[config.mk]
export PLATFORM = sky130hd
export DESIGN_NAME = eau_effective_address_unit
export DESIGN_NICKNAME = d
export VERILOG_FILES = /design/src/core/eau_pkg.sv /design/src/core/eau_effective_address_unit.sv
export SDC_FILE = /design/constraint.sdc
export NUM_CORES = 1
export LEC_CHECK = 0
export ABC_CLOCK_PERIOD_IN_PS = 3200
export BUFFER_PORTS_ARGS = -buffer_cell sky130_fd_sc_hd__buf_2
export CAP_MARGIN = 10
export CORE_MARGIN = 3
export CORE_UTILIZATION = 35
export DETAILED_ROUTE_END_ITERATION = 8
export PLACE_DENSITY = 0.64
export SLEW_MARGIN = 20
export SYNTH_ARGS = -nofsm -noshare
export SYNTH_HDL_FRONTEND = slang
export SYNTH_SLANG_ARGS = --single-unit
[constraint.sdc]
create_clock -name core_clk -period 3.2 [get_ports core_clk]
set_clock_uncertainty 0.1 [all_clocks]
set_input_delay 0.32 -clock core_clk [delete_from_list [all_inputs] [get_ports core_clk]]
set_output_delay 0.32 -clock core_clk [all_outputs]
set_load 0.01 [all_outputs]
[src/core/eau_pkg.sv]
package eau_pkg;
  // register port geometry
  localparam int unsigned EAU_AW = 3;
  localparam int unsigned EAU_DW = 8;
  // register indices on the plain port
  localparam logic [2:0] EAU_OFF_DATA_PAGE = 3'h0;
  localparam logic [2:0] EAU_OFF_EXTRA_PAGE = 3'h1;
  localparam logic [2:0] EAU_OFF_STACK_PAGE = 3'h2;
  localparam logic [2:0] EAU_OFF_CODE_PAGE = 3'h3;
  localparam logic [2:0] EAU_OFF_SHORT_BASE = 3'h4;
  localparam logic [2:0] EAU_OFF_CTRL = 3'h5;
  localparam logic [2:0] EAU_OFF_STATUS = 3'h6;
  // reset values
  localparam logic [7:0] EAU_PAGE_RST = 8'h00;
  localparam logic EAU_MINMODE_RST = 1'b0;
  // control register field
  localparam int unsigned EAU_CTRL_MIN_BIT = 0;
  // status register fields
  localparam int unsigned EAU_STAT_BUSY_BIT = 0;
  localparam int unsigned EAU_STAT_BAD_BIT = 1;
  localparam int unsigned EAU_STAT_WORD_BIT = 2;
  // effective address field layout
  localparam int unsigned EAU_SIZE_BIT = 3;
  localparam int unsigned EAU_SEL_LSB = 0;
  localparam int unsigned EAU_SEL_W = 3;
  // upper nibble codes of the register based and absolute modes
  localparam logic [3:0] EAU_NIB_REG_DIRECT = 4'hA;
  localparam logic [3:0] EAU_NIB_PRE_DEC = 4'hB;
  localparam logic [3:0] EAU_NIB_POST_INC = 4'hC;
  localparam logic [3:0] EAU_NIB_REG_IND = 4'hD;
  localparam logic [3:0] EAU_NIB_DISP8 = 4'hE;
  localparam logic [3:0] EAU_NIB_DISP16 = 4'hF;
  localparam logic [3:0] EAU_NIB_ABS8 = 4'h0;
  localparam logic [3:0] EAU_NIB_ABS16 = 4'h1;
  localparam logic [2:0] EAU_ABS_LOW = 3'h5;
  // whole-byte immediate codes
  localparam logic [7:0] EAU_FLD_IMM8 = 8'h04;
  localparam logic [7:0] EAU_FLD_IMM16 = 8'h0C;
  // register numbers that steer the page choice and step
  localparam logic [2:0] EAU_SEL_R3 = 3'h3;
  localparam logic [2:0] EAU_SEL_R5 = 3'h5;
  localparam logic [2:0] EAU_SEL_R7 = 3'h7;
  // adjustment steps
  localparam logic [15:0] EAU_STEP_BYTE = 16'h0001;
  localparam logic [15:0] EAU_STEP_WORD = 16'h0002;
  // page forced in short absolute and minimum mode
  localparam logic [7:0] EAU_PAGE_ZERO = 8'h00;

  // decoded addressing modes
  typedef enum logic [3:0] {
    EAU_M_REG_DIRECT, EAU_M_REG_IND, EAU_M_DISP8, EAU_M_DISP16,
    EAU_M_PRE_DEC, EAU_M_POST_INC, EAU_M_IMM8, EAU_M_IMM16,
    EAU_M_ABS8, EAU_M_ABS16, EAU_M_INVALID
  } eau_mode_e;

  // sequencing states
  typedef enum logic {EAU_S_IDLE, EAU_S_WAIT_EXEC} eau_state_e;
endpackage

[src/core/eau_effective_address_unit.sv]
`timescale 1ns/1ps
// Notes on behaviour
// [RULE1] seven addressing modes are supported
// [RULE2] first six modes usable, size independent
// [RULE3] branch target pc plus displacement, code page
// [RULE4] mode comes from the field byte
// [RULE5] extension is displacement, immediate or address
// [RULE6] size bit clear byte, set word
// [RULE7] three-bit select picks r0 to r7
// [RULE8] register direct gives register contents
// [RULE9] page by register group for indirect modes
// [RULE10] minimum mode drops every page register
// [RULE11] pre-decrement adjusts before, new value used
// [RULE12] post-increment uses original, adjusts after
// [RULE13] step one for byte, two word
// [RULE14] r7 always steps by two
// [RULE15] short absolute page zero, long uses data page
// [RULE16] immediate operand straight from extension bytes
module eau_effective_address_unit (
  input wire logic core_clk,
  input wire logic rst_b,
  // register port
  input wire logic [eau_pkg::EAU_AW-1:0] reg_addr,
  input wire logic [eau_pkg::EAU_DW-1:0] reg_wdata,
  input wire logic reg_wr,
  input wire logic reg_rd,
  output logic [eau_pkg::EAU_DW-1:0] reg_rdata,
  // request from the decode sequencer
  input wire logic dec_req,
  output logic dec_ready,
  input wire logic [7:0] ea_field,
  input wire logic [15:0] ext_data,
  input wire logic rel_req,
  input wire logic rel_long,
  input wire logic [15:0] pc_in,
  input wire logic exec_done,
  // general register file ports
  output logic [2:0] gr_rd_sel,
  input wire logic [15:0] gr_rd_data,
  output logic gr_wr,
  output logic [2:0] gr_wr_sel,
  output logic [15:0] gr_wr_data,
  // result
  output logic res_valid,
  output logic res_is_operand,
  output logic [15:0] res_operand,
  output logic [23:0] res_addr,
  output logic res_word,
  output logic res_bad
);
  import eau_pkg::*;

  // software visible page and control state
  logic [7:0] data_page_reg;
  logic [7:0] extra_page_reg;
  logic [7:0] stack_page_reg;
  logic [7:0] code_page_reg;
  logic [7:0] short_base_reg;
  logic min_mode;
  // sequencing
  eau_state_e state;
  eau_state_e next_state;
  // pending post-increment write
  logic [2:0] pend_sel;
  logic [15:0] pend_val;
  // combinational decode results
  eau_mode_e mode;
  logic size_word;
  logic [2:0] sel;
  logic [15:0] step;
  logic [7:0] page;
  logic [15:0] next_addr16;
  logic [7:0] next_page;
  logic next_is_operand;
  logic [15:0] next_operand;
  logic take;
  logic take_rel;

  // field byte to mode, shared by decode and status
  function automatic eau_mode_e decode_mode(input logic [7:0] f);
    eau_mode_e m;
    m = EAU_M_INVALID;
    case (f[7:4])
      EAU_NIB_REG_DIRECT: m = EAU_M_REG_DIRECT;
      EAU_NIB_PRE_DEC: m = EAU_M_PRE_DEC;
      EAU_NIB_POST_INC: m = EAU_M_POST_INC;
      EAU_NIB_REG_IND: m = EAU_M_REG_IND;
      EAU_NIB_DISP8: m = EAU_M_DISP8;
      EAU_NIB_DISP16: m = EAU_M_DISP16;
      EAU_NIB_ABS8, EAU_NIB_ABS16: begin
        // immediate codes share upper nibble 0 with short absolute, so test whole byte first
        if (f == EAU_FLD_IMM8) begin
          m = EAU_M_IMM8;
        end else if (f == EAU_FLD_IMM16) begin
          m = EAU_M_IMM16;
        end else if (f[2:0] == EAU_ABS_LOW) begin
          m = (f[7:4] == EAU_NIB_ABS8) ? EAU_M_ABS8 : EAU_M_ABS16;
        end
      end
      default: m = EAU_M_INVALID;
    endcase
    return m;
  endfunction

  // register group to page register
  function automatic logic [7:0] group_page(input logic [2:0] s, input logic [7:0] data_pg,
                                            input logic [7:0] extra_pg, input logic [7:0] stack_pg);
    logic [7:0] p;
    p = stack_pg;
    if (s <= EAU_SEL_R3) begin
      p = data_pg;
    end else if (s <= EAU_SEL_R5) begin
      p = extra_pg;
    end
    return p;
  endfunction

  // field split
  // [RULE4] mode from field
  assign mode = decode_mode(ea_field);
  // [RULE6] size bit meaning
  assign size_word = ea_field[EAU_SIZE_BIT];
  // [RULE7] binary register select
  assign sel = ea_field[EAU_SEL_LSB +: EAU_SEL_W];
  assign gr_rd_sel = sel;
  assign dec_ready = (state == EAU_S_IDLE);
  // requests are ignored while a post-increment is still owed
  assign take = dec_req && dec_ready && !rel_req;
  assign take_rel = rel_req && dec_ready;

  // [RULE13] step by size
  // [RULE14] r7 keeps stack word aligned
  assign step = (size_word || sel == EAU_SEL_R7) ? EAU_STEP_WORD : EAU_STEP_BYTE;

  // [RULE9] page by register group
  assign page = group_page(sel, data_page_reg, extra_page_reg, stack_page_reg);

  // address and operand forming
  // [RULE1] all seven modes
  // [RULE2] size independent of mode
  always_comb begin
    next_addr16 = 16'h0000;
    next_page = EAU_PAGE_ZERO;
    next_is_operand = 1'b0;
    next_operand = 16'h0000;
    if (rel_req) begin
      // [RULE3] pc relative, code page
      next_page = code_page_reg;
      next_addr16 = rel_long ? (pc_in + ext_data) : (pc_in + {{8{ext_data[7]}}, ext_data[7:0]});
    end else begin
      case (mode)
        // [RULE8] operand is register
        EAU_M_REG_DIRECT: begin
          next_is_operand = 1'b1;
          next_operand = gr_rd_data;
        end
        EAU_M_REG_IND: begin
          next_page = page;
          next_addr16 = gr_rd_data;
        end
        // [RULE5] displacement, short one sign extended
        EAU_M_DISP8: begin
          next_page = page;
          next_addr16 = gr_rd_data + {{8{ext_data[7]}}, ext_data[7:0]};
        end
        EAU_M_DISP16: begin
          next_page = page;
          next_addr16 = gr_rd_data + ext_data;
        end
        // [RULE11] decremented value addresses
        EAU_M_PRE_DEC: begin
          next_page = page;
          next_addr16 = gr_rd_data - step;
        end
        // [RULE12] original value addresses
        EAU_M_POST_INC: begin
          next_page = page;
          next_addr16 = gr_rd_data;
        end
        // [RULE16] immediate from extension
        EAU_M_IMM8: begin
          next_is_operand = 1'b1;
          next_operand = {8'h00, ext_data[7:0]};
        end
        EAU_M_IMM16: begin
          next_is_operand = 1'b1;
          next_operand = ext_data;
        end
        // [RULE15] short absolute on page zero
        EAU_M_ABS8: begin
          next_page = EAU_PAGE_ZERO;
          next_addr16 = {short_base_reg, ext_data[7:0]};
        end
        EAU_M_ABS16: begin
          next_page = data_page_reg;
          next_addr16 = ext_data;
        end
        default: begin
          next_page = EAU_PAGE_ZERO;
        end
      endcase
    end
    // [RULE10] minimum mode drops pages
    if (min_mode) begin
      next_page = EAU_PAGE_ZERO;
    end
  end

  // result registers, one cycle after the request
  always_ff @(posedge core_clk or negedge rst_b) begin
    if (!rst_b) begin
      res_valid <= 1'b0;
      res_is_operand <= 1'b0;
      res_operand <= 16'h0000;
      res_addr <= 24'h000000;
      res_word <= 1'b0;
      res_bad <= 1'b0;
    end else begin
      res_valid <= take || take_rel;
      if (take || take_rel) begin
        res_is_operand <= next_is_operand;
        res_operand <= next_operand;
        res_addr <= {next_page, next_addr16};
        res_word <= rel_req ? 1'b1 : size_word;
        res_bad <= !rel_req && (mode == EAU_M_INVALID);
      end
    end
  end

  // state machine: post-increment waits for execution to end
  always_comb begin
    next_state = state;
    case (state)
      EAU_S_IDLE: begin
        if (take && mode == EAU_M_POST_INC) begin
          next_state = EAU_S_WAIT_EXEC;
        end
      end
      EAU_S_WAIT_EXEC: begin
        if (exec_done) begin
          next_state = EAU_S_IDLE;
        end
      end
      default: next_state = EAU_S_IDLE;
    endcase
  end

  always_ff @(posedge core_clk or negedge rst_b) begin
    if (!rst_b) begin
      state <= EAU_S_IDLE;
    end else begin
      state <= next_state;
    end
  end

  // pending increment captured at decode time
  always_ff @(posedge core_clk or negedge rst_b) begin
    if (!rst_b) begin
      pend_sel <= 3'h0;
      pend_val <= 16'h0000;
    end else if (take && mode == EAU_M_POST_INC) begin
      pend_sel <= sel;
      pend_val <= gr_rd_data + step;
    end
  end

  // register file write back
  // pre-decrement lands with the result; post-increment after exec_done
  always_ff @(posedge core_clk or negedge rst_b) begin
    if (!rst_b) begin
      gr_wr <= 1'b0;
      gr_wr_sel <= 3'h0;
      gr_wr_data <= 16'h0000;
    end else begin
      gr_wr <= 1'b0;
      // [RULE11] decrement before execution
      if (take && mode == EAU_M_PRE_DEC) begin
        gr_wr <= 1'b1;
        gr_wr_sel <= sel;
        gr_wr_data <= next_addr16;
      // [RULE12] increment after execution
      end else if (state == EAU_S_WAIT_EXEC && exec_done) begin
        gr_wr <= 1'b1;
        gr_wr_sel <= pend_sel;
        gr_wr_data <= pend_val;
      end
    end
  end

  // software writes to page and control registers
  always_ff @(posedge core_clk or negedge rst_b) begin
    if (!rst_b) begin
      data_page_reg <= EAU_PAGE_RST;
      extra_page_reg <= EAU_PAGE_RST;
      stack_page_reg <= EAU_PAGE_RST;
      code_page_reg <= EAU_PAGE_RST;
      short_base_reg <= EAU_PAGE_RST;
      min_mode <= EAU_MINMODE_RST;
    end else if (reg_wr) begin
      case (reg_addr)
        EAU_OFF_DATA_PAGE: data_page_reg <= reg_wdata;
        EAU_OFF_EXTRA_PAGE: extra_page_reg <= reg_wdata;
        EAU_OFF_STACK_PAGE: stack_page_reg <= reg_wdata;
        EAU_OFF_CODE_PAGE: code_page_reg <= reg_wdata;
        EAU_OFF_SHORT_BASE: short_base_reg <= reg_wdata;
        EAU_OFF_CTRL: min_mode <= reg_wdata[EAU_CTRL_MIN_BIT];
        // status and unmapped writes are dropped
        default: ;
      endcase
    end
  end

  // read data one cycle after the strobe, zero otherwise
  always_ff @(posedge core_clk or negedge rst_b) begin
    if (!rst_b) begin
      reg_rdata <= 8'h00;
    end else begin
      reg_rdata <= 8'h00;
      if (reg_rd) begin
        case (reg_addr)
          EAU_OFF_DATA_PAGE: reg_rdata <= data_page_reg;
          EAU_OFF_EXTRA_PAGE: reg_rdata <= extra_page_reg;
          EAU_OFF_STACK_PAGE: reg_rdata <= stack_page_reg;
          EAU_OFF_CODE_PAGE: reg_rdata <= code_page_reg;
          EAU_OFF_SHORT_BASE: reg_rdata <= short_base_reg;
          EAU_OFF_CTRL: reg_rdata[EAU_CTRL_MIN_BIT] <= min_mode;
          EAU_OFF_STATUS: begin
            reg_rdata[EAU_STAT_BUSY_BIT] <= (state == EAU_S_WAIT_EXEC);
            reg_rdata[EAU_STAT_BAD_BIT] <= res_bad;
            reg_rdata[EAU_STAT_WORD_BIT] <= res_word;
          end
          default: reg_rdata <= 8'h00;
        endcase
      end
    end
  end
endmodule

=== Yosys cells after proc, flatten, opt, wreduce, memory -nomap -nowiden ===
Index checks and enable logic that the tools add are counted.
W data, S select, Z words.

* Word-level logic and storage cells: 111
* Output and inout bits: 76
* Bits in registers: 133
* Input bits: 75

* Muxes and demuxes: 32
* Equality and inequality tests: 27
* Bitwise gates (word level): 1
* Reductions and logical operators: 24
* Add/sub/neg operators: 6
* Magnitude comparators: 2

{| class="wikitable"
|+ Operators with widths
! kind !! count
|-
| $pmux W16 S6 || 1
|-
| $mux W16 || 5
|-
| $add A16 B16 Y16 || 4
|-
| $pmux W16 S3 || 1
|-
| $mux W8 || 5
|-
| $eq A4 B4 Y1 const B || 9
|-
| $pmux W4 S7 || 1
|-
| $pmux W5 S5 || 1
|-
| $add A16 B2 Y16 || 1
|-
| $eq A4 B3 Y1 const B || 4
|-
| $pmux W8 S2 || 1
|-
| $sub A16 B2 Y16 || 1
|-
| $eq A3 B3 Y1 const B || 5
|-
| $pmux W2 S6 || 1
|-
| $reduce_and A2 Y1 || 6
|-
| $eq A4 B1 Y1 const B || 2
|-
| $eq A4 B2 Y1 const B || 2
|-
| $eq A8 B3 Y1 const B || 1
|-
| $eq A8 B4 Y1 const B || 1
|-
| $logic_not A4 Y1 || 2
|-
| $mux W1 || 8
|-
| $mux W4 || 2
|-
| $logic_and A1 B1 Y1 || 7
|-
| $pmux W1 S7 || 1
|-
| other kinds (15) || 20
|}

=== Logic depth before layout (Yosys ltp) ===
* Word-level depth: 11
* Mapped depth: 17
* Mapped depth without buffers: 17

=== Worst setup path after synthesis ===
Ideal clock, no wire load.

* Path type: input to register
* Start point: input port ext_data[2]
* End point: register res_addr[14]
* Slack: -421 ps
* Data arrival time: 3417 ps
* Required time: 2996 ps
* Setup time: 104 ps
* Stages: 15
* Path buffers: 1
* Cell sequence: clkbuf_1 > nor4_1 > nand4b_1 > or3_1 > xor2_1 > a21oi_1 > ha_1 > nand3_1 > o22ai_1 > or2_2 > a2111oi_0 > nor3_1 > xor2_1 > a2bb2oi_1 > a221oi_1

* Word-level cells in the longest chain between the ends: 3
* Elaborated cells on any way between the ends: 7
* Those cells by class: 4 x add/sub; 3 x mux

{| class="wikitable"
|+ Ends and longest elaborated chain
! item !! RTL line !! text
|-
| start, declared || eau_effective_address_unit.sv:32 || <nowiki>input wire logic [15:0] ext_data,</nowiki>
|-
| $add A16 B16 Y16, on equally long branches || eau_effective_address_unit.sv:168, eau_effective_address_unit.sv:149, eau_effective_address_unit.sv:164 ||
|-
| $pmux W16 S6 / $mux W16 (equally long branches) || eau_effective_address_unit.sv:151, eau_effective_address_unit.sv:149 ||
|-
| $mux W16 (*) || eau_effective_address_unit.sv:146 || <nowiki>if (rel_req) begin</nowiki>
|-
| end signal, assigned || eau_effective_address_unit.sv:223 || <nowiki>res_addr <= {next_page, next_addr16};</nowiki>
|-
| end, declared || eau_effective_address_unit.sv:47 || <nowiki>output logic [23:0] res_addr,</nowiki>
|}

Mark *: on every way between the ends. The rest lies on a longest branch, timed or not.
A chain may end at the register's enable or synchronous reset.

=== Final worst setup path ===
* Start point: input port ext_data[1]
* End point: register gr_wr_data[7]

* Word-level cells in the longest chain between the ends: 4
* Elaborated cells on any way between the ends: 8
* Those cells by class: 4 x add/sub; 4 x mux

{| class="wikitable"
|+ Ends and longest elaborated chain
! item !! RTL line !! text
|-
| $add A16 B16 Y16, on equally long branches || eau_effective_address_unit.sv:168, eau_effective_address_unit.sv:149, eau_effective_address_unit.sv:164 ||
|-
| $pmux W16 S6 / $mux W16 (equally long branches) || eau_effective_address_unit.sv:151, eau_effective_address_unit.sv:149 ||
|-
| $mux W16 (*) || eau_effective_address_unit.sv:146 ||
|-
| $mux W16 (*) || eau_effective_address_unit.sv:277 || <nowiki>if (take && mode == EAU_M_PRE_DEC) begin</nowiki>
|-
| end signal, assigned || eau_effective_address_unit.sv:280 || <nowiki>gr_wr_data <= next_addr16;</nowiki>
|-
| end signal, assigned || eau_effective_address_unit.sv:285 || <nowiki>gr_wr_data <= pend_val;</nowiki>
|-
| end, declared || eau_effective_address_unit.sv:42 || <nowiki>output logic [15:0] gr_wr_data,</nowiki>
|}

Marked as above.

==> metrics.csv <==
metric;value;unit
numCtsBuffers;17;
portBuffers;150;
rsz0062_at_grt;true;
crit_family;compound AO/OA/AOI/OAI gates;
place_inst;1451;
top_usage_layer;met2;
io_pins;151;
netlist.area_leader.share;39.2;%
fmax;324;MHz
largest_reg_flops;24;
post-route-min-period;3.08;ns
grt.met3_usage;4.74;%
synth_fp_nets;1038;
htree_num_levels;4;
yosysUniqueCellTypes;73;
ys_async_sr_fraction;100;%
final.fill_count;2305;
peakVddDrop;0.330;mV
power_density;504;nW/um^2
num_vias;8129;
critPathRequiredTime;3.39;ns
grt_pass1_wl;45600;um
remaining_drc_errors;0;
fin_crit_sh;96.3;%
cp_cell_sequence;buf_2, buf_4, inv_1, ha_2, buf_4, a21oi_1, or3_4, ha_4, a211o_1, or2_4, o21ai_2, xnor2_1, a222oi_1, o32ai_1, a31oi_1, a21oi_1;
vias_per_cell;5.47;
seq_area_frac_synth;39.2;%
root_buffer;clkbuf_16;
cp_num_buf_inv;4;
final_cell_mix;buf_2 (147), nand2_1 (135), dfrtp_1 (133);
wl_per_cell;20.0;um
fp.dieH;162;um
fin_nets;1268;
synthCells;925;
start_util;35.9;%
maxSlewViolCount;0;
dp_hpwl;23000;um
core-area;23600;um^2
synth_edf_count;0;
cts_sinks;133;
syn_area;8480;um^2
path_max_fanout;4;
crit_path_top_delay_cell;or3_4;
synth-seq-cells;133;
gp_congestion;0.997;
clkTransAtPathRegs;0.07;ns
cp-start-kind;primary input;
yosysTopAreaCell;dfrtp_1;
largest-register;res_addr;
path_class;primary input to flop;
grt_max_degree;84;
clk_latency;0.43;ns
clockBufferDepth;2;
firstDrtPassIters;6;
ant_nets;0;
cpPeakStageDelay;0.40;ns
die_area;26100;um^2
critPathCaptureType;flop;
critPathArrivalTime;3.28;ns
p_leak;5.07;nW
slew_headroom;43.3;%
grtUsageMet2;37.9;%
power;5.54;mW
first_global_vias;8034;
fin_ws;0.118;ns
hold_violations;0;
final_util;46.6;%
yosys_warnings;0;
area_growth;29.6;%
syn_avg_cell_area;9.17;um^2
final_common_cell;buf_2;
synth_ff_type;dfrtp_1;
setup-violations-final;0;
grt-ovfl-total;0;
num_rows;56;
outcome;complete, no violations;
antenna_found_initial;1;
max_cap_viol_count;0;
worst_slew_pin_slew;0.849;ns
gr-usage-met1;28.4;%
antenna_cells;0;
tritoncts;yes;
dp_slack;-0.480;ns
wl;29700;um
die_width;162;um
drtIter0Drc;660;
final_cells;1487;
grt_usage;22.7;%
hp-class;primary input to flop;
layout-drive-gt1-share;33.2;%
synthTopCellsByArea;dfrtp_1 (39%), mux2_2 (6.8%), nand2_1 (6.1%), ha_1 (5.2%), o21ai_0 (4.9%);
-- power breakdown --
group	switching (mW)	internal, mW
clock network	0.815	1.03
registers	0.207	1.96
logic	0.816	0.707
total	1.84	3.70
-- cell usage after synthesis (17+ instances only) --
library cell  number
ha_1              35
inv_1             21
xor2_1            17
clkbuf_1          38
nand2_1          137
o21ai_0           83
nor2_1            64
dfrtp_1          133
a22oi_1           40
mux2_2            51
a21oi_1           56
xnor2_1           29
-- kinds of logic after synthesis --
family	share of synthesized area [%]
muxes	8.45
xor gates and xnor gates	4.75
adders and majority gates	5.87
DFF	39.2
and+or+nand+nor	15.8
AOI/OAI and AO/OA	22.0
buffers and inverters	3.91
-- repair_timing --
item                                   in CTS  in global routing
setup buffers                               0                  2
pin swaps                                   0                 13
gates cloned                                0                  0
hold buffers                                2                  0
gates resized for setup                     2                 30
setup endpoints to repair                   3                 18
endpoints found under the hold margin      82                  0
-- layout make-up --
type,count,area [um^2],share of cell area [%]
multi-input cells,721,5010,45.6
inverters,21,78.8,0.717
clock inverters,13,111,1.01
flip-flops and latches,133,3330,30.3
clock buffers,19,443,4.03
repair buffers,261,1620,14.8
well taps,319,399,3.63
-- worst paths after layout --
check                           slack [ns]          from               end  cells past startpoint
max in group asynchronous             1.86         rst_b    gr_wr_data[10]                      3
worst min-delay path                   0.1  reg_wdata[5]  data_page_reg[5]                      2
min in group asynchronous             0.40         rst_b             gr_wr                      2
worst min register to register        0.37  gr_wr_sel[2]      gr_wr_sel[2]                      2
worst max register to register        0.91         state     gr_wr_data[8]                      5
worst max-delay path                  0.12   ext_data[1]     gr_wr_data[7]                     16
-- metrics by stage --
step                area, um^2  setup TNS, ns  hold WS, ns
floorplan                 8570         -0.260      -0.0756
global placement         10300          -5.15        0.319
detailed placement       10300          -7.09        0.317
CTS                      10900              0       0.0800
global route             11000         -0.116       0.0935
finish                   11000              0       0.0972
-- routing by layer --
| metal | up-vias | routed length, um |
|---|---|---|
| met3 | 78 | 1800 |
| li1 | 3841 | - |
| met5 | - | 12 |
| met1 | 3875 | 12300 |
| met4 | 2 | 1260 |
| met2 | 333 | 14300 |
No activity file was read; power rests on OpenSTA's default activity.
